**config.mk**
```make
export PLATFORM = sky130hd
export DESIGN_NAME = divider_square_wave_output
export DESIGN_NICKNAME = d
export VERILOG_FILES = /design/src/core/divider_chain.v /design/src/core/lf_clock_sync.v /design/src/core/divider_square_wave_output.v
export VERILOG_INCLUDE_DIRS = /design/src /design/src/core
export SDC_FILE = /design/constraint.sdc
export NUM_CORES = 1
export LEC_CHECK = 0
export BUFFER_PORTS_ARGS = -buffer_cell sky130_fd_sc_hd__buf_2
export CAP_MARGIN = 0
export CORE_MARGIN = 1.5
export CORE_UTILIZATION = 41
export CTS_BUF_LIST = sky130_fd_sc_hd__clkbuf_8
export CTS_CLUSTER_SIZE = 28
export DETAILED_ROUTE_END_ITERATION = 10
export PLACE_DENSITY = 0.81
export SLEW_MARGIN = 15
export SYNTH_ARGS = -nofsm -noshare
export SYNTH_HDL_FRONTEND = slang
export SYNTH_SLANG_ARGS = --single-unit
```
**constraint.sdc**
```tcl
create_clock -name core_clk -period 1.6 [get_ports core_clk]
set_input_delay 0.24 -clock core_clk [delete_from_list [all_inputs] [get_ports core_clk]]
set_output_delay 0.24 -clock core_clk [all_outputs]
set_load 0.1 [all_outputs]
```
**src/core/dvo_defines.vh**
```
// Purpose: Shared constants for the divider square-wave output unit.
// Assumes: Included by bare name from the top-level design file and from the checker and bench.
// Notes:   Definitions only; no logic lives here.
`ifndef DVO_DEFINES_VH
`define DVO_DEFINES_VH

// Register byte addresses on the 8-bit AXI4-Lite address.
`define ADDR_W             8
`define DIV_OUT_CTRL_ADDR  8'h38
`define SRC_CTRL_ADDR      8'h3C
// Word indices of the same registers, as seen on address bits 7..2.
`define DIV_OUT_CTRL_IDX   6'h0E
`define SRC_CTRL_IDX       6'h0F
`define WORD_LSB           2

// Field positions and widths of the control registers.
`define OUT_EN_BIT         2
`define FSEL_HI            1
`define FSEL_LO            0
`define SRC_SEL_BIT        0
`define PIN_STATE_BIT      1
`define UPPER_ZERO_W       5
`define SRC_ZERO_W         30
`define REG_RESET_BIT      1'h0
`define FSEL_RESET         2'h0

// Operating modes presented by the system power controller.
`define MODE_W             3
`define MODE_NORMAL        3'h0
`define MODE_IDLE          3'h1
`define MODE_SLOW          3'h2
`define MODE_LIGHT_SLEEP   3'h3
`define MODE_STOP          3'h4
`define MODE_DEEP_IDLE     3'h5
`define MODE_DEEP_SLEEP    3'h6

// Divider chains: widths and output tap positions.
`define GEAR_CHAIN_W       12
`define LF_CHAIN_W         5
`define GEAR_TAP_SEL0      11
`define GEAR_TAP_SEL1      10
`define GEAR_TAP_SEL2      9
`define GEAR_TAP_SEL3      8
`define LF_TAP_SEL0        4
`define LF_TAP_SEL1        3
`define LF_TAP_SEL2        2

// Frequency select codes.
`define FSEL_CODE0         2'h0
`define FSEL_CODE1         2'h1
`define FSEL_CODE2         2'h2
`define FSEL_CODE3         2'h3

// AXI4-Lite response codes and data width.
`define DATA_W             32
`define RESP_OKAY          2'h0
`define RESP_SLVERR        2'h2

`endif

```
**src/core/divider_chain.v**
```verilog
// Purpose: Free-running binary divider chain that advances on a step pulse.
// Assumes: Step is a one-cycle pulse synchronous to clk.
// Notes:   Never gated by the output enable, so taps keep running at all times.
`timescale 1ns/1ps
module divider_chain #(
	parameter WIDTH = 12
) (
	// Clock and reset.
	input  wire             clk,
	input  wire             srst,
	// Advance strobe.
	input  wire             step,
	// Chain state.
	output reg  [WIDTH-1:0] count_r
);

	// Count up by one on every step, wrapping at the top.
	always @(posedge clk) begin
		if (srst) begin
			count_r <= {WIDTH{1'b0}};
		end else if (step) begin
			count_r <= count_r + {{(WIDTH-1){1'b0}}, 1'b1};
		end
	end

endmodule

```
**src/core/lf_clock_sync.v**
```verilog
// Purpose: Resynchronises the low-frequency clock and marks its rising edges.
// Assumes: The low-frequency clock is slower than half of clk.
// Notes:   The first stage feeds only the second, so the edge detector sees a clean level.
`timescale 1ns/1ps
module lf_clock_sync (
	// Clock and reset.
	input  wire clk,
	input  wire srst,
	// Raw low-frequency clock level.
	input  wire lf_level,
	// One-cycle pulse per rising edge.
	output wire lf_rise
);

	reg meta_r;
	reg sync_r;
	reg prev_r;

	// Two-stage synchroniser followed by an edge history stage.
	always @(posedge clk) begin
		if (srst) begin
			meta_r <= 1'b0;
			sync_r <= 1'b0;
			prev_r <= 1'b0;
		end else begin
			meta_r <= lf_level;
			sync_r <= meta_r;
			prev_r <= sync_r;
		end
	end

	// Rising edge of the synchronised level.
	assign lf_rise = sync_r & ~prev_r;

endmodule

```
**src/core/divider_square_wave_output.v**
```verilog
// Purpose: Divider square-wave output with an AXI4-Lite register slave.
// Assumes: core_clk is the gear clock; power_mode is synchronous to core_clk.
// Notes:   The pin is active low and idles high whenever the output is off.
//
// Behaviour
// [RULE1] Writing enable one starts wave; resets zero.
// [RULE2] Pin carries selected wave, driven active low.
// [RULE3] Gear source codes divide by 4096..512.
// [RULE4] Low-frequency source codes divide 32..8; 11 reserved.
// [RULE5] Stop or deep modes clear enable, pin high.
// [RULE6] Enable cleared stops wave, pin held high.
// [RULE7] Control register bits 7..3 read zero.
// [RULE8] Divider chains run regardless of enable.
// [RULE9] Forced disable truncates the final period.
// [RULE10] Low-frequency source resynchronised, period may jitter.
// [RULE11] Mode switch between sources may disturb frequency.
// [RULE12] Output duty cycle is about half.
// [RULE13] Select change while running may glitch once.
//
// The implementer's own choice: the AXI4-Lite slave port.
`timescale 1ns/1ps
`include "dvo_defines.vh"
module divider_square_wave_output (
	// Clock and reset.
	input  wire                 core_clk,
	input  wire                 srst,

	// Low-frequency clock and operating mode.
	input  wire                 low_frequency_clock,
	input  wire [`MODE_W-1:0]   power_mode,

	// Buzzer pin, active low.
	output reg                  buzzer_pulse_pin_n,

	// AXI4-Lite write address channel.
	input  wire                 s_axi_awvalid,
	output wire                 s_axi_awready,
	input  wire [`ADDR_W-1:0]   s_axi_awaddr,
	input  wire [2:0]           s_axi_awprot,

	// AXI4-Lite write data channel.
	input  wire                 s_axi_wvalid,
	output wire                 s_axi_wready,
	input  wire [`DATA_W-1:0]   s_axi_wdata,
	input  wire [3:0]           s_axi_wstrb,

	// AXI4-Lite write response channel.
	output reg                  s_axi_bvalid,
	input  wire                 s_axi_bready,
	output reg  [1:0]           s_axi_bresp,

	// AXI4-Lite read address channel.
	input  wire                 s_axi_arvalid,
	output wire                 s_axi_arready,
	input  wire [`ADDR_W-1:0]   s_axi_araddr,
	input  wire [2:0]           s_axi_arprot,

	// AXI4-Lite read data channel.
	output reg                  s_axi_rvalid,
	input  wire                 s_axi_rready,
	output reg  [`DATA_W-1:0]   s_axi_rdata,
	output reg  [1:0]           s_axi_rresp
);

	// Register state.
	reg                         output_enable_bit_r;
	reg  [1:0]                  frequency_select_r;
	reg                         divider_source_select_r;

	// Write channel holding registers.
	reg                         aw_held_r;
	reg  [`ADDR_W-1:0]          aw_addr_r;
	reg                         w_held_r;
	reg  [`DATA_W-1:0]          w_data_r;
	reg  [3:0]                  w_strb_r;

	// Previous mode, used to spot entry into a deep mode.
	reg  [`MODE_W-1:0]          mode_prev_r;

	// Divider chain state and tap selection.
	wire [`GEAR_CHAIN_W-1:0]    gear_count;
	wire [`LF_CHAIN_W-1:0]      lf_count;
	wire                        lf_rise;
	reg                         tap_level;
	reg                         tap_valid;

	// Decoded mode conditions.
	wire                        deep_mode;
	wire                        entering_deep;
	wire                        lf_mode;
	wire                        use_lf;

	// Write commit decode.
	wire                        wr_commit;
	wire                        wr_ctrl_hit;
	wire                        wr_src_hit;
	wire                        wr_lane0;

	// Read decode.
	wire                        rd_take;
	reg  [`DATA_W-1:0]          rd_word;
	reg                         rd_hit;

	// Unused protection fields are accepted and ignored.
	wire [5:0]                  prot_unused;
	assign prot_unused = {s_axi_awprot, s_axi_arprot};

	// ------------------------------------------------------------------
	// Divider chains.
	// ------------------------------------------------------------------

	// The gear chain steps every clock, so bit n toggles every 2^n cycles.
	divider_chain #(
		.WIDTH (`GEAR_CHAIN_W)
	) u_gear_chain (
		.clk     (core_clk),
		.srst    (srst),
		.step    (1'b1), // RULE8
		.count_r (gear_count)
	);

	// The low-frequency clock is brought into the gear domain first.
	// Its edges land on gear-clock edges, so periods may wander by a cycle.
	lf_clock_sync u_lf_sync (
		.clk      (core_clk),
		.srst     (srst),
		.lf_level (low_frequency_clock),
		.lf_rise  (lf_rise) // RULE10
	);

	// The low-frequency chain advances once per low-frequency period.
	divider_chain #(
		.WIDTH (`LF_CHAIN_W)
	) u_lf_chain (
		.clk     (core_clk),
		.srst    (srst),
		.step    (lf_rise), // RULE8
		.count_r (lf_count)
	);

	// ------------------------------------------------------------------
	// Mode decode.
	// ------------------------------------------------------------------

	// Stop, deep idle and deep sleep all shut the output down.
	assign deep_mode = (power_mode == `MODE_STOP) ||
	                   (power_mode == `MODE_DEEP_IDLE) ||
	                   (power_mode == `MODE_DEEP_SLEEP);

	// Entry is the first cycle spent in a deep mode after any other mode.
	assign entering_deep = deep_mode &&
	                       (mode_prev_r != `MODE_STOP) &&
	                       (mode_prev_r != `MODE_DEEP_IDLE) &&
	                       (mode_prev_r != `MODE_DEEP_SLEEP);

	// Slow and light sleep have no gear clock, so they force the slow source.
	assign lf_mode = (power_mode == `MODE_SLOW) ||
	                 (power_mode == `MODE_LIGHT_SLEEP);

	// Source choice switches at once; a mode change may bend one period.
	assign use_lf = divider_source_select_r | lf_mode; // RULE11

	// Track the mode of the previous cycle.
	always @(posedge core_clk) begin
		if (srst) begin
			mode_prev_r <= `MODE_NORMAL;
		end else begin
			mode_prev_r <= power_mode;
		end
	end

	// ------------------------------------------------------------------
	// Tap selection.
	// ------------------------------------------------------------------

	// A single chain bit is a square wave of exactly half duty.
	// The tap moves immediately when the select changes, which can give
	// one short or long period; software should change it while disabled.
	always @* begin
		tap_level = 1'b0;
		tap_valid = 1'b1;
		if (use_lf) begin
			case (frequency_select_r) // RULE4
				`FSEL_CODE0: begin
					tap_level = lf_count[`LF_TAP_SEL0];
				end
				`FSEL_CODE1: begin
					tap_level = lf_count[`LF_TAP_SEL1];
				end
				`FSEL_CODE2: begin
					tap_level = lf_count[`LF_TAP_SEL2];
				end
				default: begin
					tap_valid = 1'b0; // Reserved code keeps the pin idle.
				end
			endcase
		end else begin
			case (frequency_select_r) // RULE3
				`FSEL_CODE0: begin
					tap_level = gear_count[`GEAR_TAP_SEL0];
				end
				`FSEL_CODE1: begin
					tap_level = gear_count[`GEAR_TAP_SEL1];
				end
				`FSEL_CODE2: begin
					tap_level = gear_count[`GEAR_TAP_SEL2];
				end
				default: begin
					tap_level = gear_count[`GEAR_TAP_SEL3];
				end
			endcase
		end
	end

	// ------------------------------------------------------------------
	// Pin driver.
	// ------------------------------------------------------------------

	// The pin is low while the tap is high and the output is on.
	// Dropping the enable drives it high on the next edge, cutting the
	// period short; the pin never waits for the wave to finish.
	always @(posedge core_clk) begin
		if (srst) begin
			buzzer_pulse_pin_n <= 1'b1;
		end else if (!output_enable_bit_r || deep_mode) begin
			buzzer_pulse_pin_n <= 1'b1; // RULE6 RULE9
		end else begin
			buzzer_pulse_pin_n <= ~(tap_level & tap_valid); // RULE2 RULE12
		end
	end

	// ------------------------------------------------------------------
	// AXI4-Lite write path.
	// ------------------------------------------------------------------

	// Each channel is taken once and held until the pair is complete.
	// No new request is taken while a response waits for bready.
	assign s_axi_awready = ~aw_held_r & ~s_axi_bvalid;
	assign s_axi_wready  = ~w_held_r & ~s_axi_bvalid;

	// A write commits once both halves are held.
	assign wr_commit   = aw_held_r & w_held_r & ~s_axi_bvalid;
	assign wr_ctrl_hit = (aw_addr_r[`ADDR_W-1:`WORD_LSB] ==
	                      `DIV_OUT_CTRL_IDX);
	assign wr_src_hit  = (aw_addr_r[`ADDR_W-1:`WORD_LSB] ==
	                      `SRC_CTRL_IDX);
	assign wr_lane0    = w_strb_r[0];

	// Hold the write address until the data arrives.
	always @(posedge core_clk) begin
		if (srst) begin
			aw_held_r <= 1'b0;
			aw_addr_r <= {`ADDR_W{1'b0}};
		end else if (s_axi_awvalid && s_axi_awready) begin
			aw_held_r <= 1'b1;
			aw_addr_r <= s_axi_awaddr;
		end else if (wr_commit) begin
			aw_held_r <= 1'b0;
		end
	end

	// Hold the write data until the address arrives.
	always @(posedge core_clk) begin
		if (srst) begin
			w_held_r <= 1'b0;
			w_data_r <= {`DATA_W{1'b0}};
			w_strb_r <= 4'h0;
		end else if (s_axi_wvalid && s_axi_wready) begin
			w_held_r <= 1'b1;
			w_data_r <= s_axi_wdata;
			w_strb_r <= s_axi_wstrb;
		end else if (wr_commit) begin
			w_held_r <= 1'b0;
		end
	end

	// Write response: unmapped addresses answer with a slave error.
	always @(posedge core_clk) begin
		if (srst) begin
			s_axi_bvalid <= 1'b0;
			s_axi_bresp  <= `RESP_OKAY;
		end else if (wr_commit) begin
			s_axi_bvalid <= 1'b1;
			s_axi_bresp  <= (wr_ctrl_hit || wr_src_hit) ? `RESP_OKAY : `RESP_SLVERR;
		end else if (s_axi_bready) begin
			s_axi_bvalid <= 1'b0;
		end
	end

	// ------------------------------------------------------------------
	// Control registers.
	// ------------------------------------------------------------------

	// Deep-mode entry beats a software write in the same cycle, and a
	// write cannot turn the output on while a deep mode lasts.
	// The select field is left alone by the forced clear.
	always @(posedge core_clk) begin
		if (srst) begin
			output_enable_bit_r <= `REG_RESET_BIT; // RULE1
			frequency_select_r  <= `FSEL_RESET;
		end else begin
			if (wr_commit && wr_ctrl_hit && wr_lane0) begin
				frequency_select_r <= w_data_r[`FSEL_HI:`FSEL_LO]; // RULE13
			end
			if (entering_deep || deep_mode) begin
				output_enable_bit_r <= 1'b0; // RULE5
			end else if (wr_commit && wr_ctrl_hit && wr_lane0) begin
				output_enable_bit_r <= w_data_r[`OUT_EN_BIT]; // RULE1 RULE6
			end
		end
	end

	// Divider source select, kept apart from the output control.
	always @(posedge core_clk) begin
		if (srst) begin
			divider_source_select_r <= `REG_RESET_BIT;
		end else if (wr_commit && wr_src_hit && wr_lane0) begin
			divider_source_select_r <= w_data_r[`SRC_SEL_BIT];
		end
	end

	// ------------------------------------------------------------------
	// AXI4-Lite read path.
	// ------------------------------------------------------------------

	// One read at a time; the address is taken only while no data waits.
	assign s_axi_arready = ~s_axi_rvalid;
	assign rd_take       = s_axi_arvalid & s_axi_arready;

	// Read multiplexer; upper bits of every register read as zero.
	always @* begin
		rd_word = {`DATA_W{1'b0}};
		rd_hit  = 1'b1;
		case (s_axi_araddr[`ADDR_W-1:`WORD_LSB])
			`DIV_OUT_CTRL_IDX: begin
				rd_word[`OUT_EN_BIT]       = output_enable_bit_r;
				rd_word[`FSEL_HI:`FSEL_LO] = frequency_select_r; // RULE7
			end
			`SRC_CTRL_IDX: begin
				rd_word[`SRC_SEL_BIT]   = divider_source_select_r;
				rd_word[`PIN_STATE_BIT] = buzzer_pulse_pin_n;
			end
			default: begin
				rd_hit = 1'b0;
			end
		endcase
	end

	// Registered read data, held until rready.
	always @(posedge core_clk) begin
		if (srst) begin
			s_axi_rvalid <= 1'b0;
			s_axi_rdata  <= {`DATA_W{1'b0}};
			s_axi_rresp  <= `RESP_OKAY;
		end else if (rd_take) begin
			s_axi_rvalid <= 1'b1;
			s_axi_rdata  <= rd_word;
			s_axi_rresp  <= rd_hit ? `RESP_OKAY : `RESP_SLVERR;
		end else if (s_axi_rready) begin
			s_axi_rvalid <= 1'b0;
		end
	end

endmodule

```
# Yosys cells after proc, flatten, opt, wreduce, memory -nomap -nowiden
# Cells that the tools add are included.
# classes
addsub	2
eq_ne	14
mux	17
n_bitwise	14
n_reduce_logical	25
# op_table
operator	count
== test 6 x 4 -> 1 bit (second input constant)	4
adder 12 x 1 -> 12 bit (second input constant)	1
2-to-1 mux 1 bit	12
== test 3 bit (second input constant)	3
logical AND 1 bit	9
inequality test 3 bit (second input constant)	3
nonzero test 2 bit	4
AND 1 bit	7
== test 3 x 2 -> 1 bit (second input constant)	2
logical OR 1 bit	6
inverter 1 bit	6
case mux 1 bit (3 select lines)	2
OR reduction 2 bit	3
adder 5 x 1 -> 5 bit (second input constant)	1
2-to-1 mux 2 bit	2
case mux 2 bit (2 select lines)	1
OR reduction 3 bit	1
== test 2 x 1 -> 1 bit (second input constant)	1
== test 2 bit (second input constant)	1
logical NOT 2 bit	1
logical NOT 1 bit	1
bitwise OR 1 bit	1
# totals
reg_bits	51
input_bits	69
elab_cells	92

# Logic depth before layout (Yosys ltp)
# Gate-level depths: netlist of run 1.
# depth
depth_word	8
mapped_depth	5
mapped_depth_nobuf	4

# By module
# A second synthesis of run 1 with hierarchy kept.
# hier_totals
cells_unflattened	233
area_unflattened_um2	2204.6
# modules_own_cells
module	n_inst	cells_each	area_per_inst_um2
divider_square_wave_output	1	146	1338.8
divider_chain (u_gear_chain)	1	58	530.5
divider_chain (u_lf_chain)	1	22	247.7
lf_clock_sync	1	7	87.6

# Least setup slack after synthesis of run 1
# No wires, ideal clock.
# synth_path
path_kind	flip-flop to output port
start	register s_axi_bvalid
end	output s_axi_awready
t_arrival_ns	2.191
slack_ns	-0.831
path_stages_with_launch	3
path_buffers	1
path_cell_list	dfxtp_1 clkbuf_2 nor2_1
# synth_between
elab_chain_cells	2
# synth_rtl
item	line_no	rtl
from (decl)	divider_square_wave_output.v:48	output reg s_axi_bvalid,
from (signal assigned)	divider_square_wave_output.v:280	s_axi_bvalid <= 1'b0;
from (signal assigned)	divider_square_wave_output.v:283	s_axi_bvalid <= 1'b1;
from (signal assigned)	divider_square_wave_output.v:286	s_axi_bvalid <= 1'b0;
inverter 1 bit	divider_square_wave_output.v:238	assign s_axi_awready = ~aw_held_r & ~s_axi_bvalid;
AND 1 bit	divider_square_wave_output.v:238	
to (decl)	divider_square_wave_output.v:37	output wire s_axi_awready,
# No other way between the ends.

# Worst setup path after layout of run 1
# Ends and elaborated chain as after synthesis.

==> impl_metrics.ini, run 1 <==
[clock_network]
clock_path_buffers = 2
postCtsSetupRepairBufs = 0
numCtsBuffers = 5
clkSlewWorstSetupHoldPaths_ns = 0.08
cts_hold_buf = 0
tritoncts = done
htree_levels = 2
cts_num_sinks = 44
root_buffer = clkbuf_8
ctsResizeCount = 0
clk_latency_ns = 0.30

[detailed_routing]
ant_nets = 0
vias = 1537
drtPass1Iterations = 6
drt_iter0_markers = 62
viasPerCell = 4.59
wl_um = 3580
remaining_drc_errors = 0
routedWlPerCell_um = 10.7

[setup_path]
worst_setup_path_start_kind = register
cp-end-kind = output port
worstPathArrival_ns = 1.21
r2r-start = u_gear_chain.count_r[4]
crit_fanout = 9
cpPeakStageDelay_ns = 0.42
cp_num_buf_inv = 1
required_ns = 1.36
path_class = register to output port
crit_family = buffers and inverters
slowest_stage = buf_2
startpoint = s_axi_bvalid
cp_cell_sequence = nor2_4, buf_2

[global_route]
track_usage_pct = 13.8
grt-ovfl-total = 0
grt_max_degree = 27
antenna_found_initial = 0
grt_pass1_vias = 1414
grt_pass1_wl_um = 5890

[synthesis]
synth.distinct_cells = 39
syn_avg_cell_area_um2 = 9.38
synth-main-ff-cell = dfxtp_1
synth_edf_count = 0
synthCells = 226
synth_seq_cells = 44
ys_async_sr_fraction_pct = 0
syn_area_um2 = 2120
yosysSeqAreaShare_pct = 41.5
ys_warn_count = 0

[sta]
period_share_pct = 90.8
fmax_mhz = 688
rsz0062_at_grt = false
period_minus_slack_ns = 1.45
slew-limit-headroom_pct = 60.2
setup_viol_count_final = 0
tightest_slew_ns = 0.589
drv_slew = 0
skew_ns = 0.0116
hold_viol = 0
tns_ns = 0

[power]
power_density_nw_per_um2 = 1110
leakage_nw = 0.982
ir_drop_mv = 0.554
p_total_mw = 2.66

[layout]
fillers = 479
area_growth_pct = 13.3
fin_cells = 335
drive_gt1_share_pct = 24.6
nets = 338
utilization_pct = 49.5
antenna_cells = 0
postLayoutCellArea_um2 = 2400

[outcome]
status = completed

[floorplan]
start_util_pct = 43.7
ios = 111
core_area_um2 = 4850
dieHeight_um = 74.9
die_w_um = 74.9
rows = 25
die_area_um2 = 5610

[placement]
place_area_um2 = 2280
io_buffers = 37
place_inst = 327
gp_congestion = 0.741
place_hpwl_um = 2760

[worst_hold_path]
hp-class = primary input to register
min-delay-start = low_frequency_clock

[flow_run]
drv_cap = 0
-- final cells by class --
type                    instances  area [um2]  share of cell area [%]
clock buffers                   6        82.6                    3.44
repair buffers                 42         223                    9.27
well taps                      67        83.8                    3.49
inverters                       2        7.51                   0.313
flip-flops and latches         44         886                    36.9
multi-input cells             172        1080                    45.0
clock inverters                 2        38.8                    1.61
-- synthesized netlist by cell type (all sizes together) (2+ instances only) --
cell type / number / area (um2)
dfxtp: 44 / 881
buf: 33 / 249
nor2: 25 / 93.8
mux2i: 16 / 160
a21oi: 14 / 70.1
nand2b: 11 / 68.8
nor2b: 10 / 62.6
nand2: 9 / 33.8
or3: 7 / 46.3
nand3b: 6 / 45.0
o21ai: 6 / 30.0
clkbuf: 5 / 30.0
nand3: 5 / 25.0
mux2: 4 / 45.0
nand4: 4 / 40.0
nor3: 4 / 20.0
nor4: 3 / 33.8
xor2: 3 / 26.3
ha: 2 / 25.0
inv: 2 / 7.51
nor3b: 2 / 20.0
xnor2: 2 / 17.5
-- logic make-up (layout without fill, tap and decap cells) --
group           Yosys count  in the layout  share of synthesized area [%]
simple gates             89             89                           24.3
flops                    44             44                           41.5
buf+inv                  40             52                           13.5
compound gates           24             24                           6.49
mux                      21             21                           10.7
xor+xnor                  5              5                           2.07
fa+ha+maj                 2              2                           1.18
other cells               1             31                          0.177
-- where the power goes --
part	switching [mW]	internal (mW)
Clock	0.368	0.510
Sequential	0.0343	1.13
Combinational	0.505	0.104
-- metrics by stage --
stage | hold WS (ns) | worst slack, ns
final | 0.154 | 0.147
after global routing | 0.144 | 0.0366
after CTS | 0.155 | 0.133
after detailed placement | 0.424 | 0.182
after global placement | 0.425 | 0.212
after floorplan | 0.346 | 0.0294
-- final timing paths --
check / to / cells past startpoint / slack [ns]
setup / recovery: s_axi_awready / 2 / 0.15
hold / removal: u_lf_sync.meta_r / 2 / 0.15
setup reg to reg: u_gear_chain.count_r[11] / 3 / 0.16
hold reg to reg: u_lf_sync.sync_r / 1 / 0.45
-- layer usage --
layer  track usage (%)  share of wire, %  vias to the layer above
met5                 0                 0                        -
met4              3.64               1.1                        0
met3              5.35               6.8                        6
met2              24.1                49                       44
met1              15.6                44                      698
li1                  -                 -                      789
-- sequential cells by signal, indices dropped and copies added (netlist names), 2 cells and up --
| register | cells |
|---|---|
| u_gear_chain.count_r | 12 |
| aw_addr_r | 6 |
| u_lf_chain.count_r | 5 |
| s_axi_rdata | 3 |
| w_data_r | 3 |
| frequency_select_r | 2 |
-- placed cells by master, fill, tap and decap left out, types with 3 or more instances in the layout --
cell type / n
nand3_1: 5
buf_2: 37
a21oi_1: 14
mux2_2: 4
dfxtp_1: 42
nand2_1: 9
nor3_1: 4
clkbuf_8: 6
nand3b_1: 6
nand2b_1: 11
nor2b_1: 10
nor2_1: 23
o21ai_0: 6
conb_1: 31
mux2i_1: 16
nand4_1: 3
or3_1: 5
xor2_1: 3
buf_4: 5
Power figures use the tool's default switching activity.
==> run 2: changes to the inputs <==
ABC_AREA = 1   (was default)
BUFFER_PORTS_ARGS = default   (was -buffer_cell sky130_fd_sc_hd__buf_2)
CORE_ASPECT_RATIO = 1.5   (was default)
DONT_BUFFER_PORTS = 1   (was default)
PLACE_DENSITY = 0.62   (was 0.81)
==> run 2 against run 1 <==
  * Critical path depth unchanged
  * Area after synthesis up 2.1%
  * Die area up 2.2%
  * Largest cell class unchanged
  * Register-to-register slack better by 0.16 ns
==> impl_metrics.ini, run 2 <==
[layout]
drive_gt1_share_pct = 11.2
multi_input_area_um2 = 1030
final_common_cell = nor2_1
antenna_cells = 0
top_register = u_gear_chain.count_r
utilization_pct = 45.6
register_area_um2 = 888
fillers = 539
nets = 383
largest_reg_flops = 12
final_cell_mix = nor2_1 (62), dfxtp_1 (42), nand2_1 (41)
area_growth_pct = 7.97
top_regs = u_gear_chain.count_r x12, aw_addr_r x6, u_lf_chain.count_r x5

[setup_path]
required_ns = 1.36
rr_endpoint = output_enable_bit_r
worst_setup_path_start_kind = register
r2r-start = s_axi_bvalid
path_class = register to output port
worstPathArrival_ns = 1.26
reg2reg_depth = 6
startpoint = s_axi_rvalid
cp-end-kind = output port
critPathCapture = s_axi_arready
rrSetupSlack_ns = 0.32
crit_fanout = 3

[worst_hold_path]
hp-class = primary input to register
holdPathStages = 1

[synthesis]
synthCells = 300
yosysTopAreaCell = dfxtp_1
synth_commonest_cells = nor2_1 (64), dfxtp_1 (44), nand2_1 (41), buf_4 (31), inv_1 (28)
yosysMostFrequentCell = nor2_1
ys_warn_count = 0
synth_edf_count = 0
ys_async_sr_fraction_pct = 0
syn_area_um2 = 2170
ys_top_cells_by_area = dfxtp_1 (41%), nor2_1 (11%), buf_4 (11%)
synth.distinct_cells = 26
synth-main-ff-cell = dfxtp_1
yosysSeqAreaShare_pct = 40.7
syn_avg_cell_area_um2 = 7.22
yosysTopAreaCellShare_pct = 40.7
synth_seq_cells = 44

[sta]
setup_viol_count_final = 0
hold_viol = 0
period_minus_slack_ns = 1.50
fmax_mhz = 666
setup_ws_ns = 0.0989
rsz0062_at_grt = false
drv_slew = 0
period_share_pct = 93.8
skew_ns = 0.00907
tns_ns = 0

[clock_network]
tritoncts = done
root_buffer = clkbuf_8
postCtsSetupRepairBufs = 0
ctsResizeCount = 0
clk_latency_ns = 0.30
clock_path_buffers = 2
cts_num_sinks = 44
cts_hold_buf = 1
clkSlewWorstSetupHoldPaths_ns = 0.09
numCtsBuffers = 5
htree_levels = 2

[placement]
gp_congestion = 0.755
place_hpwl_um = 2910
dpl_worst_slack_ns = 0.296
io_buffers = 0

[detailed_routing]
ant_nets = 0
drt_iter0_markers = 13
wl_met1_um = 1540
top_layer = met4
drtPass1Iterations = 4
remaining_drc_errors = 0
vias = 1744
routedWlPerCell_um = 10.2
wl_met3_um = 138
wl_um = 3890
met2_length_um = 2110
viasPerCell = 4.58

[floorplan]
die_w_um = 62.3
start_util_pct = 42.3
rows = 32
ios = 111
dieHeight_um = 92.0
die_area_um2 = 5740
core_area_um2 = 5120

[power]
ir_drop_mv = 0.774
leakage_nw = 0.984
p_total_mw = 2.81
switching_share_pct = 34.5
power_density_nw_per_um2 = 1200
seqPwrFrac_pct = 42.8
internal_power_mw = 1.84
switching_power_uw = 972
comb_power_share_pct = 21.9
clkPwrFrac_pct = 35.3

[global_route]
grt_max_degree = 28
antenna_found_initial = 0
grt_pass1_vias = 1532
track_usage_pct = 14.5
grt-ovfl-total = 0
grt_pass1_wl_um = 6620

[outcome]
status = completed

[flow_run]
drv_cap = 0
run 2: cells by family after synthesis:
| group | Yosys count | share of synthesized area [%] |
|---|---|---|
| buffers and inverters | 66 | 17.5 |
| XOR/XNOR | 6 | 2.43 |
| other | 1 | 0.173 |
| flip-flops | 44 | 40.7 |
| AO/OA/AOI/OAI | 33 | 7.92 |
| AND/OR/NAND/NOR | 148 | 30.2 |
| adder cells (fa/ha/maj) | 2 | 1.16 |
run 2: metal layers:
metal | vias to the layer above | GRT usage, %
met5 | - | 0
met4 | 0 | 7.22
met3 | 8 | 2.70
met2 | 46 | 27.4
met1 | 786 | 15.2
li1 | 904 | -
run 2: power groups by stage:
stage	clock, mW	combinational, mW	sequential [mW]
after floorplan	0	0.571	1.29
after global placement	0	0.611	1.23
after detailed placement	0	0.614	1.23
after CTS	1.01	0.620	1.20
after global routing	1.06	0.651	1.21
final	0.993	0.617	1.20
run 2: critical path, stage by stage, from the launching register on:
cell and delay (ns):
dfxtp_4 0.57, clkinvlp_4 0.15, buf_4 0.24
run 2: worst min path at each step:
stage | endpoint | startpoint | slack, ns
2_1_floorplan | u_lf_sync.meta_r | low_frequency_clock | 0.35
3_3_place_gp | s_axi_bvalid | srst | 0.30
3_5_place_dp | s_axi_bvalid | srst | 0.31
4_1_cts | u_gear_chain.count_r[8] | srst | 0.0003
5_1_grt | u_gear_chain.count_r[5] | srst | 0.001
6_report | u_gear_chain.count_r[5] | srst | 0.01
run 2: layout make-up:
cell class / count / area share (%)
Clock buffer: 5 / 2.94
Clock inverter: 3 / 2.73
Inverter: 31 / 5.19
Multi-Input combinational cell: 220 / 44.2
Sequential cell: 44 / 38.0
Tap cell: 68 / 3.64
Timing Repair Buffer: 10 / 3.32
run 2: metrics by stage:
stage	std cells	instance area, um2	hold WS, ns
floorplan	330	2300	0.347
global placement	372	2200	0.304
detailed placement	372	2200	0.307
CTS	381	2340	0.000343
global route	381	2340	0.00102
finish	381	2340	0.00969
==> run 3: changes to the inputs <==
SYNTH_HIERARCHICAL = 1   (was default)
==> run 3 against run 2 <==
  * Design area is 5.9% higher
  * Critical endpoint is now s_axi_wready
  * Largest cell class unchanged
  * Largest power group unchanged
  * Area after synthesis is 2.7% higher
  * Clock-buffer cell count did not move
  * Setup slack improved by 0.036 ns
  * Cell count grew 4.5%
==> impl_metrics.ini, run 3 <==
[floorplan]
ios = 111
dieHeight_um = 93.2
die_area_um2 = 5890
start_util_pct = 42.7
rows = 32
core_area_um2 = 5200
die_w_um = 63.1

[synthesis]
yosysTopAreaCell = dfxtp_1
synth_edf_count = 0
ys_warn_count = 6
synth-main-ff-cell = dfxtp_1
syn_avg_cell_area_um2 = 7.15
syn_area_um2 = 2220
yosysTopAreaCellShare_pct = 39.6
ys_top_cells_by_area = dfxtp_1 (40%), buf_4 (11%), nor2_1 (8.8%)
ys_async_sr_fraction_pct = 0
synth.distinct_cells = 26
synth_commonest_cells = nor2_1 (52), nand2_1 (47), dfxtp_1 (44), inv_1 (33), buf_4 (32)
yosysSeqAreaShare_pct = 39.6
synthCells = 311
synth_seq_cells = 44
yosysMostFrequentCell = nor2_1

[layout]
top_register = u_gear_chain/count_r
register_area_um2 = 888
top_regs = u_gear_chain/count_r x12, aw_addr_r x6, u_lf_chain/count_r x5
drive_gt1_share_pct = 13.3
final_common_cell = nor2_1
fillers = 548
antenna_cells = 0
largest_reg_flops = 12
utilization_pct = 47.6
multi_input_area_um2 = 1090
nets = 400
final_cell_mix = nor2_1 (50), nand2_1 (46), dfxtp_1 (42)
area_growth_pct = 11.4

[detailed_routing]
routedWlPerCell_um = 10.5
wl_um = 4180
viasPerCell = 4.55
remaining_drc_errors = 0
ant_nets = 0
wl_met3_um = 217
wl_met1_um = 1760
vias = 1812
met2_length_um = 2130
top_layer = met4
drtPass1Iterations = 4
drt_iter0_markers = 64

[flow_run]
drv_cap = 0

[sta]
rsz0062_at_grt = false
drv_slew = 0
period_minus_slack_ns = 1.47
tns_ns = 0
setup_viol_count_final = 0
skew_ns = 0.00589
hold_viol = 0
fmax_mhz = 682
period_share_pct = 91.6

[worst_hold_path]
hp-class = primary input to register
holdPathStages = 1

[setup_path]
cp.depth = 2
slowest_stage = dfxtp_4
crit_family = flip-flops
cp_num_buf_inv = 1
path_class = register to output port
cpPeakStageDelay_ns = 0.47
worstPathArrival_ns = 1.23
cp-end-kind = output port
required_ns = 1.36
cp_cell_sequence = nor2_4, buf_4
crit_fanout = 5
worst_setup_path_start_kind = register
reg2reg_depth = 7

[clock_network]
postCtsSetupRepairBufs = 0
tritoncts = done
numCtsBuffers = 5
htree_levels = 2
root_buffer = clkbuf_8
cts_hold_buf = 2
clk_latency_ns = 0.30
cts_num_sinks = 44
clock_path_buffers = 2
clkSlewWorstSetupHoldPaths_ns = 0.08
ctsResizeCount = 0

[global_route]
grt-ovfl-total = 0
grt_max_degree = 19
grt_pass1_wl_um = 6810
track_usage_pct = 14.7
antenna_found_initial = 0
grt_pass1_vias = 1637

[power]
leakage_nw = 1.07
power_density_nw_per_um2 = 1200
ir_drop_mv = 0.571
p_total_mw = 2.98

[outcome]
status = completed

[placement]
place_hpwl_um = 3100
io_buffers = 0
gp_congestion = 0.777
## run 3: cell types whose count changed after synthesis, moves of 5 or more
cell and change:
a21oi_1 +8, inv_1 +5, nand2_1 +6, nor2_1 -12, o21ai_0 +5
## run 3: metrics by stage
stage / setup slack [ns] / hold slack, ns / instances / area [um2]
6_report: 0.135 / 0.0371 / 398 / 2480
5_1_grt: 0.0889 / 0.0302 / 398 / 2480
4_1_cts: 0.119 / 0.00130 / 397 / 2470
3_5_place_dp: 0.413 / 0.312 / 387 / 2290
3_3_place_gp: 0.426 / 0.308 / 387 / 2290
2_1_floorplan: 0.0353 / 0.303 / 341 / 2370
## run 3: final timing paths
| path | start | to | slack, ns |
|---|---|---|---|
| max | s_axi_bvalid | s_axi_wready | 0.13 |
| min | s_axi_araddr[3] | s_axi_rresp[1] | 0.04 |
| max reg2reg | u_gear_chain/count_r[0] | u_gear_chain/count_r[10] | 0.40 |
| min reg2reg | u_lf_sync/meta_r | u_lf_sync/sync_r | 0.41 |
## run 3: layout make-up
type                            count  share of cell area (%)
Sequential cell                    44                    35.9
Clock inverter                      3                    3.64
Multi-Input combinational cell    228                    44.1
Tap cell                           68                    3.43
Clock buffer                        5                    2.78
Timing Repair Buffer               14                    4.55
Inverter                           36                    5.61
## run 3: power by group
| group | switching [mW] | internal, mW |
|---|---|---|
| registers | 0.0453 | 1.14 |
| logic | 0.550 | 0.0848 |
| clock network | 0.379 | 0.780 |
| total | 0.974 | 2.01 |
## run 3: cells by family (layout without fill, tap and decap cells)
group / after synthesis / after routing / share of synthesized area [%]
other cells: 2 / 32 / 0.338
fa+ha+maj: 2 / 2 / 1.12
flops: 44 / 44 / 39.6
buf+inv: 69 / 58 / 17.1
compound gates: 48 / 48 / 11.3
simple gates: 146 / 146 / 30.5
## run 3: per-layer routing
layer	up-vias	track usage [%]
li1	957	-
met1	798	15.1
met2	52	27.0
met3	5	4.57
met4	0	6.11
met5	-	0
## run 3: worst reg2reg max path, cell delays in order (launching register included)
cell and delay (ns):
dfxtp_1 0.38, ha_1 0.18, nand2_1 0.10, nor2_4 0.19, nand3b_2 0.11, nand2_1 0.07
nand2_1 0.04, nor2_1 0.08
